File: src/pkg/ussu_pkg.sv
// ussu_pkg: register map, field positions, reset values and mode codes
// assumes: byte-wide register port, 20 MHz system clock
package ussu_pkg;
	// --------------------------------------------------------------
	// register offsets
	// --------------------------------------------------------------
	localparam logic [7:0] USSU_OFF_CONTROL = 8'h0D;
	localparam logic [7:0] USSU_OFF_STATUS  = 8'h0E;
	localparam logic [7:0] USSU_OFF_DATA    = 8'h0F;
	localparam logic [7:0] USSU_OFF_CAPTURE = 8'h10;
	localparam logic [7:0] USSU_OFF_PINCTL  = 8'h11;
	// --------------------------------------------------------------
	// control fields
	// --------------------------------------------------------------
	localparam int CR_START_IE = 7;
	localparam int CR_WRAP_IE  = 6;
	localparam int CR_MODE_HI  = 5;
	localparam int CR_MODE_LO  = 4;
	localparam int CR_CLK_HI   = 3;
	localparam int CR_CLK_LO   = 2;
	localparam int CR_STROBE   = 1;
	localparam int CR_TOGGLE   = 0;
	// --------------------------------------------------------------
	// status fields
	// --------------------------------------------------------------
	localparam int SR_START    = 7;
	localparam int SR_WRAP     = 6;
	localparam int SR_STOP     = 5;
	localparam int SR_MISMATCH = 4;
	// pin control fields: data dir, clock dir, clock port level
	localparam int PC_DATA_DIR = 0;
	localparam int PC_CLK_DIR  = 1;
	localparam int PC_CLK_PORT = 2;
	// --------------------------------------------------------------
	// reset values and codes
	// --------------------------------------------------------------
	localparam logic [7:0] USSU_RST_BYTE = 8'h00;
	localparam logic [3:0] USSU_CNT_MAX  = 4'hF;
	localparam logic [1:0] MODE_OFF      = 2'h0;
	localparam logic [1:0] MODE_THREE    = 2'h1;
	localparam logic [1:0] MODE_TWO      = 2'h2;
	localparam logic [1:0] MODE_TWO_HOLD = 2'h3;
	localparam logic [1:0] CLK_SOFT      = 2'h0;
	localparam logic [1:0] CLK_TIMER     = 2'h1;
	localparam logic [1:0] CLK_EXT_POS   = 2'h2;
	localparam logic [1:0] CLK_EXT_NEG   = 2'h3;
endpackage : ussu_pkg

File: src/hw/ussu_sync.sv
// ussu_sync: two-flop synchroniser for pin levels
// assumes: inputs asynchronous to sys_clk
`timescale 1ns/1ps
`default_nettype none
module ussu_sync
	import ussu_pkg::*;
#(
	parameter int W = 2
)(
	// clock and reset
	input  wire logic         sys_clk,
	input  wire logic         rst,
	// levels
	input  wire logic [W-1:0] async_in,
	output logic      [W-1:0] sync_out
);
	typedef struct packed {
		logic [W-1:0] meta;
		logic [W-1:0] stab;
	} ussu_sync_t;
	ussu_sync_t s_q;
	ussu_sync_t s_d;
	// first stage feeds only the second
	always_comb
	begin
		s_d.meta = async_in;
		s_d.stab = s_q.meta;
	end
	// resets to the idle-high line level, so no false edge follows reset
	always_ff @(posedge sys_clk or posedge rst)
	begin
		if (rst)
			s_q <= '1;
		else
			s_q <= s_d;
	end
	assign sync_out = s_q.stab;
endmodule : ussu_sync
`default_nettype wire

File: src/hw/ussu_core.sv
// ussu_core: universal serial shift unit, register port plus serial pins
// assumes: register strobes on sys_clk, pins asynchronous, partner clocks at most sys_clk/4
// Functional notes
// - start detector active only in two-wire modes
// - start detection is sampled, so it needs sys_clk running
// - two-wire slave holds SCL low until ready
// - external clock counts both edges
// - CPU write beats simultaneous shift
// - shift left on selected clock source
// - inputs still feed shifter with outputs off
// - data out via latch from bit 7
// - data out only when direction bit set
// - start flag from start or clock edge
// - start flag clears on written one, releases hold
// - start irq when flag, enable, global set
// - wrap flag on 15 to 0, clear rules
// - wrap irq when flag, enable, global set
// - stop flag set, write-one clear, no irq
// - mismatch reads bit 7 versus pin
// - counter readable and writable in status
// - toggle strobe clocks in external-strobe mode
// - pending flag interrupts as soon as enabled
// - counter preload F gives one-edge overflow
// - line mode decode of four codes
// - software strobe clocks shift and count
// - start forces SCL low until flag cleared, while the clock driver is enabled
//
// Strobed register access was left to the implementer.
`timescale 1ns/1ps
`default_nettype none
module ussu_core
	import ussu_pkg::*;
(
	// clock and reset
	input  wire logic       sys_clk,
	input  wire logic       rst,
	// register port
	input  wire logic [7:0] reg_addr,
	input  wire logic [7:0] reg_wdata,
	input  wire logic       reg_wr,
	input  wire logic       reg_rd,
	output logic      [7:0] reg_rdata,
	// system side
	input  wire logic       global_irq_en,
	input  wire logic       timer_match,
	output logic            start_irq,
	output logic            wrap_irq,
	output logic            wake_any,
	output logic            wake_idle,
	// serial pins
	input  wire logic       serial_in_pin,
	input  wire logic       serial_clock_pin,
	output logic            data_out,
	output logic            data_oe,
	output logic            clock_out,
	output logic            clock_oe
);
	// --------------------------------------------------------------
	// state
	// --------------------------------------------------------------
	typedef struct packed {
		logic [7:0] ctrl;
		logic       start_f;
		logic       wrap_f;
		logic       stop_f;
		logic [3:0] cnt;
		logic [7:0] shreg;
		logic [7:0] capture;
		logic [2:0] pinctl;
		logic       latch;
		logic       sda_d1;
		logic       scl_d1;
		logic       start_hold;
		logic       clk_port;
		logic [7:0] rdata;
	} ussu_core_t;
	ussu_core_t r_q;
	ussu_core_t r_d;
	logic [1:0] pins_s;
	logic       sda_s;
	logic       scl_s;
	logic [1:0] mode;
	logic [1:0] csel;
	logic       two_wire;
	logic       wr_ctrl;
	logic       wr_stat;
	logic       wr_data;
	logic       rd_cap;
	logic       scl_rise;
	logic       scl_fall;
	logic       ext_edge;
	logic       sample_edge;
	logic       soft_clk;
	logic       tog_clk;
	logic       cnt_tick;
	logic       shift_tick;
	logic       start_seen;
	logic       stop_seen;
	logic       scl_low_req;
	logic       sda_low_req;
	// --------------------------------------------------------------
	// pin synchronisers
	// --------------------------------------------------------------
	// sampling at sys_clk needs partner clock <= sys_clk/4 to see every edge
	ussu_sync #(.W(2)) u_sync (
		.sys_clk  (sys_clk),
		.rst      (rst),
		.async_in ({serial_in_pin, serial_clock_pin}),
		.sync_out (pins_s)
	);
	assign sda_s = pins_s[1];
	assign scl_s = pins_s[0];
	// --------------------------------------------------------------
	// decode and clock selection
	// --------------------------------------------------------------
	always_comb
	begin
		mode     = r_q.ctrl[CR_MODE_HI:CR_MODE_LO];
		csel     = r_q.ctrl[CR_CLK_HI:CR_CLK_LO];
		two_wire = (mode == MODE_TWO) || (mode == MODE_TWO_HOLD);
		wr_ctrl  = 1'b0;
		wr_stat  = 1'b0;
		wr_data  = 1'b0;
		rd_cap   = 1'b0;
		if (reg_wr && reg_addr == USSU_OFF_CONTROL)
			wr_ctrl = 1'b1;
		else if (reg_wr && reg_addr == USSU_OFF_STATUS)
			wr_stat = 1'b1;
		else if (reg_wr && reg_addr == USSU_OFF_DATA)
			wr_data = 1'b1;
		if (reg_rd && reg_addr == USSU_OFF_CAPTURE)
			rd_cap = 1'b1;
		scl_rise = scl_s && !r_q.scl_d1;
		scl_fall = !scl_s && r_q.scl_d1;
		ext_edge = scl_rise || scl_fall;
		// shift samples on the chosen edge, counter takes both unless the strobe bit is set
		sample_edge = (csel == CLK_EXT_NEG) ? scl_fall : scl_rise;
		// software strobes decode the written word, but clock only while the stored select is already software
		soft_clk = wr_ctrl && reg_wdata[CR_STROBE] && (reg_wdata[CR_CLK_HI:CR_CLK_LO] == CLK_SOFT);
		tog_clk  = wr_ctrl && reg_wdata[CR_TOGGLE] && reg_wdata[CR_CLK_HI] && reg_wdata[CR_STROBE];
		cnt_tick   = 1'b0;
		shift_tick = 1'b0;
		case (csel)
			CLK_TIMER:
			begin
				cnt_tick   = timer_match;
				shift_tick = timer_match;
			end
			CLK_EXT_POS, CLK_EXT_NEG:
			begin
				shift_tick = sample_edge;
				// strobe set: only toggle writes count; else both pin edges count
				if (r_q.ctrl[CR_STROBE])
					cnt_tick = tog_clk;
				else
					cnt_tick = ext_edge;
			end
			default:
			begin
				// a toggle write that selects the external strobe counts at once
				cnt_tick   = soft_clk || tog_clk;
				shift_tick = soft_clk;
			end
		endcase
		// start: data falls while clock high; stop: data rises while clock high
		start_seen  = two_wire && scl_s && r_q.sda_d1 && !sda_s;
		stop_seen   = two_wire && scl_s && !r_q.sda_d1 && sda_s;
		scl_low_req = r_q.start_hold || (mode == MODE_TWO_HOLD && r_q.wrap_f) || !r_q.clk_port;
		sda_low_req = !r_q.latch;
	end
	// --------------------------------------------------------------
	// next state
	// --------------------------------------------------------------
	always_comb
	begin
		r_d        = r_q;
		r_d.sda_d1 = sda_s;
		r_d.scl_d1 = scl_s;
		r_d.rdata  = USSU_RST_BYTE;
		// control: toggle bit is never stored; strobe bit is stored but reads back as zero
		if (wr_ctrl)
		begin
			r_d.ctrl = reg_wdata;
			r_d.ctrl[CR_TOGGLE] = 1'b0;
			if (reg_wdata[CR_TOGGLE])
				r_d.clk_port = !r_q.clk_port;
		end
		if (reg_wr && reg_addr == USSU_OFF_PINCTL)
			r_d.pinctl = reg_wdata[2:0];
		// counter: CPU write wins over a tick in the same cycle
		if (cnt_tick)
			r_d.cnt = r_q.cnt + 4'h1;
		if (wr_stat)
			r_d.cnt = reg_wdata[3:0];
		// shifter: CPU write wins, no shift that cycle
		if (wr_data)
			r_d.shreg = reg_wdata;
		else if (shift_tick)
			r_d.shreg = {r_q.shreg[6:0], sda_s};
		// output latch: open on internal clock; on external it shuts at the sampling edge
		if (!csel[1] || scl_s == (csel == CLK_EXT_NEG))
			r_d.latch = r_d.shreg[7];
		// flags: clear by write-one, a set in the same cycle wins, except a wrap during any status write
		if (wr_stat && reg_wdata[SR_START])
		begin
			r_d.start_f    = 1'b0;
			r_d.start_hold = 1'b0;
		end
		if ((wr_stat && reg_wdata[SR_WRAP]) || rd_cap)
			r_d.wrap_f = 1'b0;
		if (wr_stat && reg_wdata[SR_STOP])
			r_d.stop_f = 1'b0;
		if (start_seen)
		begin
			r_d.start_f = 1'b1;
			// hold engages only while the clock driver is enabled
			if (r_q.pinctl[PC_CLK_DIR])
				r_d.start_hold = 1'b1;
		end
		if (!two_wire && csel[1] && !r_q.ctrl[CR_STROBE] && ext_edge)
			r_d.start_f = 1'b1;
		if (cnt_tick && r_q.cnt == USSU_CNT_MAX && !wr_stat)
		begin
			r_d.wrap_f  = 1'b1;
			r_d.capture = r_d.shreg;
		end
		if (stop_seen)
			r_d.stop_f = 1'b1;
		// read data appears the cycle after the strobe, zero otherwise
		if (reg_rd)
		begin
			if (reg_addr == USSU_OFF_CONTROL)
				r_d.rdata = {r_q.ctrl[7:2], 2'b00};
			else if (reg_addr == USSU_OFF_STATUS)
				r_d.rdata = {r_q.start_f, r_q.wrap_f, r_q.stop_f, r_q.shreg[7] != sda_s, r_q.cnt};
			else if (reg_addr == USSU_OFF_DATA)
				r_d.rdata = r_q.shreg;
			else if (reg_addr == USSU_OFF_CAPTURE)
				r_d.rdata = r_q.capture;
			else if (reg_addr == USSU_OFF_PINCTL)
				r_d.rdata = {5'h00, r_q.pinctl};
			else
				r_d.rdata = USSU_RST_BYTE;
		end
	end
	// --------------------------------------------------------------
	// registers
	// --------------------------------------------------------------
	always_ff @(posedge sys_clk or posedge rst)
	begin
		if (rst)
		begin
			r_q          <= '0;
			r_q.clk_port <= 1'b1;
			r_q.sda_d1   <= 1'b1;
			r_q.scl_d1   <= 1'b1;
		end
		else
			r_q <= r_d;
	end
	// --------------------------------------------------------------
	// outputs
	// --------------------------------------------------------------
	// level requests, live as soon as enables change (pending fires at once)
	assign start_irq = r_q.start_f && r_q.ctrl[CR_START_IE] && global_irq_en;
	assign wrap_irq  = r_q.wrap_f && r_q.ctrl[CR_WRAP_IE] && global_irq_en;
	// wake requests: start from any sleep, wrap only from idle
	// limitation: start detection is sampled, so sys_clk must run; a clockless
	// wake path would sit in the pad ring outside this core
	assign wake_any  = start_irq;
	assign wake_idle = wrap_irq;
	assign reg_rdata = r_q.rdata;
	// pin drive per line mode; open drain only ever drives low
	always_comb
	begin
		data_out  = 1'b0;
		data_oe   = 1'b0;
		clock_out = 1'b0;
		clock_oe  = 1'b0;
		case (mode)
			MODE_THREE:
			begin
				data_out  = r_q.latch;
				data_oe   = r_q.pinctl[PC_DATA_DIR];
				clock_out = r_q.clk_port;
				clock_oe  = r_q.pinctl[PC_CLK_DIR];
			end
			MODE_TWO, MODE_TWO_HOLD:
			begin
				data_oe  = r_q.pinctl[PC_DATA_DIR] && sda_low_req;
				clock_oe = r_q.pinctl[PC_CLK_DIR] && scl_low_req;
			end
			default:
			begin
				data_oe  = 1'b0;
				clock_oe = 1'b0;
			end
		endcase
	end
endmodule : ussu_core
`default_nettype wire

File: config.mk
export PLATFORM = sky130hd
export DESIGN_NAME = ussu_core
export DESIGN_NICKNAME = d
export VERILOG_FILES = /design/src/pkg/ussu_pkg.sv /design/src/hw/ussu_sync.sv /design/src/hw/ussu_core.sv
export SDC_FILE = /design/constraint.sdc
export NUM_CORES = 1
export LEC_CHECK = 0
export ABC_CLOCK_PERIOD_IN_PS = 3360
export BUFFER_PORTS_ARGS = -buffer_cell sky130_fd_sc_hd__buf_4
export CORE_UTILIZATION = 30
export CTS_CLUSTER_DIAMETER = 50
export DETAILED_ROUTE_END_ITERATION = 10
export SKIP_CTS_REPAIR_TIMING = 1
export SYNTH_ARGS = -nofsm -noshare
export SYNTH_HDL_FRONTEND = slang
export SYNTH_HIERARCHICAL = 1
export SYNTH_SLANG_ARGS = --single-unit
File: constraint.sdc
create_clock -name sys_clk -period 3.36 [get_ports sys_clk]
set_clock_uncertainty 0.05 [all_clocks]
set_input_delay 0.336 -clock sys_clk [delete_from_list [all_inputs] [get_ports sys_clk]]
set_output_delay 0.336 -clock sys_clk [all_outputs]
set_load 0.03 [all_outputs]
### After elaboration in Yosys (flattened, before gate mapping)

Index checks and enable logic that the tools add are counted.

* add/subtract/negate cells: 1
* eq/ne operators: 14
* multiplexer cells: 35
* reduce and logical (&&, ||, !) cells: 57

Operators by type and width (count)
* $mux W8: 7
* $logic_and A1 B1 Y1: 32
* $eq A8 B4 Y1 const B: 3
* $mux W1: 21
* $eq A8 B5 Y1 const B: 2
* $logic_not A1 Y1: 10
* $eq A2 B2 Y1 const B: 4
* $mux W4: 2
* $pmux W1 S2: 4
* $logic_or A1 B1 Y1: 7
* $reduce_bool A2 Y1: 3
* $add A4 B1 Y4 const B: 1
* $eq A2 B1 Y1 const B: 2
* $eq A4 B4 Y1 const B: 1
* $reduce_or A2 Y1: 2
* $mux W3: 1
* $reduce_bool A3 Y1: 1
* $logic_not A2 Y1: 1
* $reduce_and A2 Y1: 1
* $eq A1 B1 Y1: 1
* $ne A1 B1 Y1: 1

* bits in registers: 50
* bits of input ports: 24
* output and inout bits: 16
* word-level logic and storage cells: 123

### Depth between registers and ports, before layout

Gate-level depths: netlist (run 1).

* depth after elaboration: 11
* depth in mapped cells: 8

### Hierarchy

Netlist (run 1), hierarchy kept.

Modules (own cells, without submodules)
* ussu_core: times used 1, cells an instance 248, area each 2671.3 um2, seq. area each 1154.9 um2
* ussu_sync: times used 1, cells an instance 5, area each 108.9 um2, seq. area each 105.1 um2

### Least setup slack after synthesis (run 1)

OpenSTA, ideal clock, no wires.

* path type: register to register
* start point: register r_q (netlist bit csel[0])
* end point: register r_q[12] (netlist bit)
* arrival: 2066 ps
* setup slack: 1119 ps
* cell stages (with the launch flop): 8
* buffers on the path: 2
* cells stage by stage: dfrtp_1 buf_6 or4_4 or4_4 buf_6 nand3_2 a31oi_4 mux2_4

RTL lines
* from (decl): RTL line ussu_core.sv:77 `ussu_core_t r_q;`
* from (signal assigned): RTL line ussu_core.sv:259 `r_q <= r_d;`

==> flow_summary.ini, run 1 <==
[sta]
drv_slew = 0
finalSetupTns_ns = 0
layout_setup_ws_ns = 0.909
fmax_mhz = 408
fin_crit_ns = 2.45
max_slew_margin = 0.364
worst_slew_pin_slew_ns = 0.952
post-route-period-util = 0.729
setup_viol = 0
finalHoldViolations = 0
rsz0062_at_grt = no

[logic_synthesis]
yosysTopAreaCell = dfrtp_1
synth_ff_type = dfrtp_1
syn-instance-count = 253
syn_avg_cell_area_um2 = 11.0
synth_area_um2 = 2780
ys_warn_count = 6
synth-async-reset-ratio = 1.00
yosysSeqAreaShare = 0.453
netlist-cell-type-count = 56
yosysTopAreaCellShare = 0.387
synth_fp_nets = 280
yosys-top-cells-area = dfrtp_1 39%, dfstp_2 6.6%, mux2_4 5.4%, mux2_2 4.5%, nand3_2 2.9%
synth_edf_count = 0
synth-seq-cells = 50

[power]
irDropWorstVdd_uv = 166
power_density_nw_per_um2 = 425
power.leakage_uw = 0.00141

[drt]
routed-via-count = 2081
vias_per_cell = 5.36
wire_per_inst_um = 17.6
ant_nets = 0
drt_iter0_drc = 184
routed_wl_mm = 6.81
drcViolationCount = 1
dr.pass1.iters = 9

[place]
dp_slack_ns = 0.723
port_buffers = 39
gp_congestion = 0.867
placed_area_um2 = 3070
dpl.hpwl_mm = 5.10

[min_path]
hold_class = in2async

[grt]
grt_pass1_vias = 2053
grt_usage = 0.148
grt_max_degree = 47
grt_first_pass_wirelength_mm = 11.0
grt_overflow = 0
antenna_found_initial = 0

[cells_and_area]
final_cell_area_um2 = 3160
num_antenna_cells = 0
multiInputGateArea_um2 = 1340
nets = 306
fillers = 905
area_growth_pct = 13.5
drive_gt1_frac = 0.357
register_area_um2 = 1260
post-route-util = 0.357

[clock_tree]
clk_pin_slew_ns = 0.09
cts.sinks = 50
cts_buffer_depth = 2
clk_latency_ns = 0.30
cts_tree = built
cts_buffers = 5
htreeDepth = 2
cts-root-buf = clkbuf_8

[setup_path]
reg2reg_depth = 5
start_kind = flop
crit_end = r_q[16]$_DFFE_PP0P_
r2r-end = r_q[16]$_DFFE_PP0P_
critPathArrivalTime_ns = 2.65
r2r_start = csel[0]$_DFFE_PP0N_
crit_type = reg2reg
worst_setup_path_end_kind = flop
r2r_slack_ns = 0.91
crit_start = csel[0]$_DFFE_PP0N_
path_max_fanout = 8
crit_required_ns = 3.56

[floorplanning]
fp.dieW_um = 98.3
die_h_um = 98.3
die_area_um2 = 9660
core_um2 = 8850
rows = 34
io_pins = 40
initial_core_util = 0.314

[status]
outcome = finished, violations left
violations = design-rule violations

[run]
drv_cap = 0
layer usage:
metal | wire length (um) | vias up | track usage
li1 | - | 969 | -
met1 | 3130 | 1033 | 0.207
met2 | 3200 | 69 | 0.229
met3 | 348 | 10 | 0.0272
met4 | 131 | 0 | 0.0517
met5 | 0 | - | 0
cells in the mapped netlist, types with 4 or more instances:
cell / number
dfrtp_1: 43
o221a_2: 4
dfstp_2: 7
nor2_1: 15
and3_1: 5
a21oi_1: 10
nand3_2: 8
buf_4: 10
o21ai_0: 14
clkbuf_1: 6
nand3_1: 4
a22oi_1: 4
nand2_1: 19
inv_1: 10
mux2_2: 11
nor3_1: 4
mux2i_1: 4
mux2_4: 10
nor3b_1: 4
a31oi_1: 8
kinds of logic after synthesis:
kind of cell | share of synthesized area
muxes | 0.113
adders and majority gates | 0.0135
and+or+nand+nor | 0.189
xor gates and xnor gates | 0.0126
buffers and inverters | 0.0644
DFF | 0.453
AOI/OAI and AO/OA | 0.154
metrics by stage:
stage | hold WS, ns | std cells | power (uW)
floorplan | 0.241 | 253 | 922
global placement | 0.296 | 380 | 1010
detailed placement | 0.300 | 380 | 1020
CTS | 0.0628 | 388 | 1360
global route | 0.0674 | 388 | 1420
finish | 0.0676 | 388 | 1340
registers in the layout (all words and copies together) (netlist names):
| signal | count |
|---|---|
| mode | 2 |
| r_q | 34 |
| reg_rdata | 8 |
| csel | 2 |
| u_sync/s_d | 2 |
| u_sync/sync_out | 2 |
cell usage in the layout, fill, tap and decap left out, types with 9 or more instances in the layout:
| master | instances |
|---|---|
| nor2_1 | 15 |
| a21oi_1 | 10 |
| dfrtp_1 | 43 |
| inv_1 | 9 |
| mux2_2 | 11 |
| buf_4 | 40 |
| mux2_4 | 10 |
| nand2_1 | 19 |
| o21ai_0 | 14 |
worst min-delay path by stage:
stage	cells after the start	from	endpoint	slack, ns
finish	2	rst	u_sync/sync_out[1]$_DFF_PP1_	0.07
global route	2	rst	u_sync/sync_out[0]$_DFF_PP1_	0.07
CTS	2	rst	u_sync/s_d[1]$_DFF_PP1_	0.06
detailed placement	0	u_sync/s_d[1]$_DFF_PP1_	u_sync/sync_out[1]$_DFF_PP1_	0.30
global placement	0	u_sync/s_d[1]$_DFF_PP1_	u_sync/sync_out[1]$_DFF_PP1_	0.30
floorplan	1	rst	u_sync/s_d[0]$_DFF_PP1_	0.24
power breakdown:
| part | switching [uW] | internal, uW |
|---|---|---|
| clock network | 190 | 145 |
| registers | 79.7 | 674 |
| logic | 128 | 124 |
| total | 398 | 943 |
worst max-delay path, cell delays in order, from the launching register on:
cell and delay [ns]:
dfrtp_1 0.49, or4_4 0.58, nor4_2 0.59, o21ai_0 0.22
a31oi_1 0.28, mux2_4 0.19
cell type report:
type	instances	share of cell area
Timing Repair Buffer	40	0.0951
Clock buffer	6	0.0230
Clock inverter	2	0.00317
Inverter	10	0.0119
Multi-Input combinational cell	172	0.425
Sequential cell	50	0.399
Tap cell	108	0.0428
(Power assumes the default switching activity.)
==> inputs of run 2 (changes only) <==
--- a/config.mk
+++ b/config.mk
@@ -5,7 +5,7 @@
 export SDC_FILE = /design/constraint.sdc
 export NUM_CORES = 1
 export LEC_CHECK = 0
-export ABC_CLOCK_PERIOD_IN_PS = 3360
+export ABC_CLOCK_PERIOD_IN_PS = 2300
 export BUFFER_PORTS_ARGS = -buffer_cell sky130_fd_sc_hd__buf_4
 export CORE_UTILIZATION = 30
 export CTS_CLUSTER_DIAMETER = 50
==> constraint.sdc (replaced) <==
create_clock -name sys_clk -period 2.3 [get_ports sys_clk]
set_clock_uncertainty 0.05 [all_clocks]
set_input_delay 0.23 -clock sys_clk [delete_from_list [all_inputs] [get_ports sys_clk]]
set_output_delay 0.23 -clock sys_clk [all_outputs]
set_load 0.03 [all_outputs]
==> run 2 against run 1 <==
Net effect: the run still ends with design-rule violations left; sequential share of layout area is 2.5 points lower; clock power is 94% higher; cell count is 5.4% higher; register-to-register slack worse by 0.80 ns; sequential cell count stayed put; maximum frequency is 12% higher; setup slack worse by 0.80 ns; global-route usage is 0.81 points higher; die area stayed put.
==> flow_summary.ini, run 2 (same netlist as run 1, synthesis figures left out) <==
[status]
outcome = finished, violations left
violations = design-rule violations

[setup_path]
crit_chain = inv_1, ha_1, or2_2, a21oi_2, a41oi_4, nor2_8, mux2_4
critPathArrivalTime_ns = 2.33
crit_required_ns = 2.44
critical_path_buf_inv_count = 1
crit_type = reg2reg
critPathMaxStageDelay_ns = 0.54
start_kind = flop
path_max_fanout = 5
r2r_start = r_q[10]$_DFF_PP1_
slowest_stage = dfstp_2
worst_setup_path_end_kind = flop
cpLargestDelayFamily = flip-flops
crit_start = r_q[10]$_DFF_PP1_

[sta]
worst_slew_pin_slew_ns = 0.503
fmax_mhz = 457
finalHoldViolations = 0
post-route-period-util = 0.951
layout_setup_ws_ns = 0.113
setup_viol = 0
holdWs_ns = 0.137
fin_crit_ns = 2.19
drv_slew = 0
finalSetupTns_ns = 0
rsz0062_at_grt = no
max_slew_margin = 0.664

[floorplanning]
initial_core_util = 0.314
core_um2 = 8850
die_h_um = 98.3
io_pins = 40
rows = 34
die_area_um2 = 9660
fp.dieW_um = 98.3

[min_path]
min-delay-start = reg_wdata[4]
hold_class = in2reg

[power]
power_density_nw_per_um2 = 638
power.leakage_uw = 0.00152
irDropWorstVdd_uv = 343

[grt]
met3_usage = 0.0272
use_met1 = 0.215
grt_usage = 0.156
grt_max_degree = 25
antenna_found_initial = 0
grt.met2_usage = 0.257
grt_first_pass_wirelength_mm = 11.6
grt_pass1_vias = 2102
top_usage_layer = met2
grt_overflow = 0

[drt]
drcViolationCount = 3
wire_per_inst_um = 17.6
vias_per_cell = 5.28
routed_wl_mm = 7.19
routed-via-count = 2158
ant_nets = 0
drt_iter0_drc = 115
dr.pass1.iters = 9

[cells_and_area]
multiInputGateArea_um2 = 1360
fillers = 894
register_area_um2 = 1260
layout_commonest_cell = buf_4
area_growth_pct = 21.1
largest-register = r_q
drive_gt1_frac = 0.399
final_cell_mix = 57 x buf_4, 43 x dfrtp_1, 19 x nand2_1
largest_reg_flops = 34
num_antenna_cells = 0
nets = 327

[clock_tree]
cts_buffers = 5
cts-root-buf = clkbuf_8
cts_buffer_depth = 2
cts.sinks = 50
cts_tree = built
clk_pin_slew_ns = 0.09
htreeDepth = 2
clk_latency_ns = 0.31

[place]
dp_slack_ns = -0.00840
dpl.hpwl_mm = 5.42
gp_congestion = 0.922
port_buffers = 39

[run]
drv_cap = 0
==> run 2: layout make-up <==
cell class / count / area share
clock buffers: 7 / 0.0256
clock inverters: 1 / 0.00892
inverters: 10 / 0.0111
multi-input cells: 173 / 0.404
flip-flops and latches: 50 / 0.374
well taps: 108 / 0.0401
repair buffers: 60 / 0.136
==> run 2: worst paths after layout <==
check | slack (ns) | endpoint | cells past startpoint
max | 0.11 | r_q[18]$_DFFE_PP0P_ | 7
min | 0.14 | mode[0]$_DFFE_PP0N_ | 2
max reg2reg | 0.11 | r_q[18]$_DFFE_PP0P_ | 7
min reg2reg | 0.31 | u_sync/sync_out[0]$_DFF_PP1_ | 0
max in group asynchronous | 1.17 | r_q[26]$_DFF_PP0_ | 4
min in group asynchronous | 0.46 | r_q[40]$_DFFE_PP0N_ | 3
==> run 2: report_power, final <==
group,internal [uW],switching [uW]
clock network,355,294
logic,197,201
registers,985,116
total,1540,611
==> run 2: per-layer routing <==
metal  part of all wire  vias to the layer above
met5                  0                        -
met4             0.0079                        0
met3              0.048                        6
met2               0.47                       67
met1               0.47                     1074
li1                   -                     1011
==> run 2: stage by stage <==
stage	std cells	area (um2)	power (uW)	utilization
2_1_floorplan	253	2780	1350	-
3_3_place_gp	396	3190	1490	0.361
3_5_place_dp	396	3190	1500	0.361
4_1_cts	404	3310	2150	0.374
5_1_grt	409	3370	2250	0.381
6_report	409	3370	2150	0.381
==> inputs of run 3 (changes only) <==
--- a/config.mk
+++ b/config.mk
@@ -5,11 +5,12 @@
 export SDC_FILE = /design/constraint.sdc
 export NUM_CORES = 1
 export LEC_CHECK = 0
-export ABC_CLOCK_PERIOD_IN_PS = 2300
+export ABC_CLOCK_PERIOD_IN_PS = 2380
 export BUFFER_PORTS_ARGS = -buffer_cell sky130_fd_sc_hd__buf_4
 export CORE_UTILIZATION = 30
 export CTS_CLUSTER_DIAMETER = 50
 export DETAILED_ROUTE_END_ITERATION = 10
+export PLACE_DENSITY = 0.54
 export SKIP_CTS_REPAIR_TIMING = 1
 export SYNTH_ARGS = -nofsm -noshare
 export SYNTH_HDL_FRONTEND = slang
==> constraint.sdc (replaced) <==
create_clock -name sys_clk -period 2.38 [get_ports sys_clk]
set_clock_uncertainty 0.05 [all_clocks]
set_input_delay 0.238 -clock sys_clk [delete_from_list [all_inputs] [get_ports sys_clk]]
set_output_delay 0.238 -clock sys_clk [all_outputs]
set_load 0.03 [all_outputs]
==> run 3 against run 2 <==
Net effect: the flow still finishes with violations (design-rule violations); setup slack better by 0.0083 ns; via count down 2.1%; count of clock-buffer cells in the layout unchanged; combinational power down 4%; cell count down 0.73%; utilization down 0.66 points; global-route usage down 0.50 points; power down 10%.
==> flow_summary.ini, run 3 (same netlist as run 1, synthesis figures left out) <==
[cells_and_area]
drive_gt1_frac = 0.386
nets = 324
largest-register = r_q
area_growth_pct = 19.0
num_antenna_cells = 0
largest_reg_flops = 34
layout_commonest_cell = buf_4
final_cell_area_um2 = 3310
final_cell_mix = 54 x buf_4, 43 x dfrtp_1, 19 x nand2_1

[setup_path]
start_kind = flop
crit_type = reg2reg
critPathArrivalTime_ns = 2.40
crit_required_ns = 2.52
worst_setup_path_end_kind = flop
path_max_fanout = 8

[grt]
grt_pass1_vias = 2049
antenna_found_initial = 0
grt_max_degree = 22
grt_usage = 0.151
grt_first_pass_wirelength_mm = 11.1
grt_overflow = 0

[status]
violations = design-rule violations
outcome = finished, violations left

[sta]
rsz0062_at_grt = no
holdWs_ns = 0.144
fin_crit_ns = 2.26
setup_viol = 0
post-route-period-util = 0.949
max_slew_margin = 0.590
drv_slew = 0
layout_setup_ws_ns = 0.122
finalHoldViolations = 0
worst_slew_pin_slew_ns = 0.598
finalSetupTns_ns = 0
fmax_mhz = 443

[floorplanning]
io_pins = 40
initial_core_util = 0.314
fp.dieW_um = 98.3
die_h_um = 98.3
rows = 34
core_um2 = 8850
die_area_um2 = 9660

[clock_tree]
cts_tree = built
htreeDepth = 2
cts.sinks = 50
cts_buffer_depth = 2
cts_buffers = 5
clk_pin_slew_ns = 0.09
clk_latency_ns = 0.30
cts-root-buf = clkbuf_8

[power]
p_total_uw = 1930
power.leakage_uw = 0.00149
power_density_nw_per_um2 = 584
irDropWorstVdd_uv = 278

[drt]
ant_nets = 0
routed_wl_mm = 7.10
drt_iter0_drc = 111
vias_per_cell = 5.20
wire_per_inst_um = 17.5
routed-via-count = 2112
dr.pass1.iters = 9
drcViolationCount = 1

[place]
dp_slack_ns = 0.0643
gp_congestion = 0.802
dpl.hpwl_mm = 5.47
port_buffers = 39
placed_area_um2 = 3170

[min_path]
hold_class = in2reg

[run]
drv_cap = 0
-- run 3: cell count changes in the layout (fill, tap and decap cells not counted) --
cell | previous run | this run
buf_4 | 57 | 54
clkbuf_1 | 1 | 2
clkinvlp_4 | 0 | 1
mux2i_1 | 3 | 4
clkbuf_8 | 6 | 5
mux2i_2 | 1 | 0
bufinv_16 | 1 | 0
-- run 3: area by class of cell --
class / instances / area (um2)
Tap cell: 108 / 135
Clock buffer: 7 / 76.3
Sequential cell: 50 / 1260
Timing Repair Buffer: 57 / 435
Clock inverter: 1 / 7.51
Inverter: 10 / 37.5
Fill cell: 886 / 5540
Multi-Input combinational cell: 173 / 1360
-- run 3: worst max-delay path, stage by stage, from the launching register on --
cell     delay [ns]
dfrtp_1        0.42
or4_4          0.55
or4_4          0.60
nand3_2        0.11
a31oi_1        0.13
mux2_4         0.28
-- run 3: power breakdown --
group          internal, uW  total (uW)  switching [uW]
clock                   208         484             275
sequential              952        1060             112
combinational           187         385             198
-- run 3: worst paths after layout --
path                                               from                      endpoint  slack [ns]  cells past startpoint
worst max-delay path                csel[0]$_DFFE_PP0N_           r_q[21]$_DFFE_PP0P_        0.12                      5
worst min-delay path                       reg_wdata[7]           r_q[46]$_DFFE_PP0N_        0.14                      2
worst max register to register      csel[0]$_DFFE_PP0N_           r_q[21]$_DFFE_PP0P_        0.12                      5
worst min register to register  u_sync/s_d[1]$_DFF_PP1_  u_sync/sync_out[1]$_DFF_PP1_        0.31                      0
max in group asynchronous                           rst           r_q[19]$_DFFE_PP0P_        1.27                      4
min in group asynchronous                           rst           r_q[40]$_DFFE_PP0N_        0.41                      3
-- run 3: stage by stage --
stage	utilization	instances
after detailed placement	0.358	393
after floorplan	-	253
final	0.374	406
after CTS	0.368	401
after global placement	0.358	393
after global routing	0.374	406
-- run 3: layer usage --
metal | up-vias | part of all wire | track usage | wire length (um)
li1 | 1003 | - | - | -
met3 | 7 | 0.041 | 0.0279 | 293
met1 | 1045 | 0.48 | 0.207 | 3410
met4 | 0 | 0.013 | 0.0425 | 95
met2 | 57 | 0.47 | 0.244 | 3300
met5 | - | 0 | 0 | 0
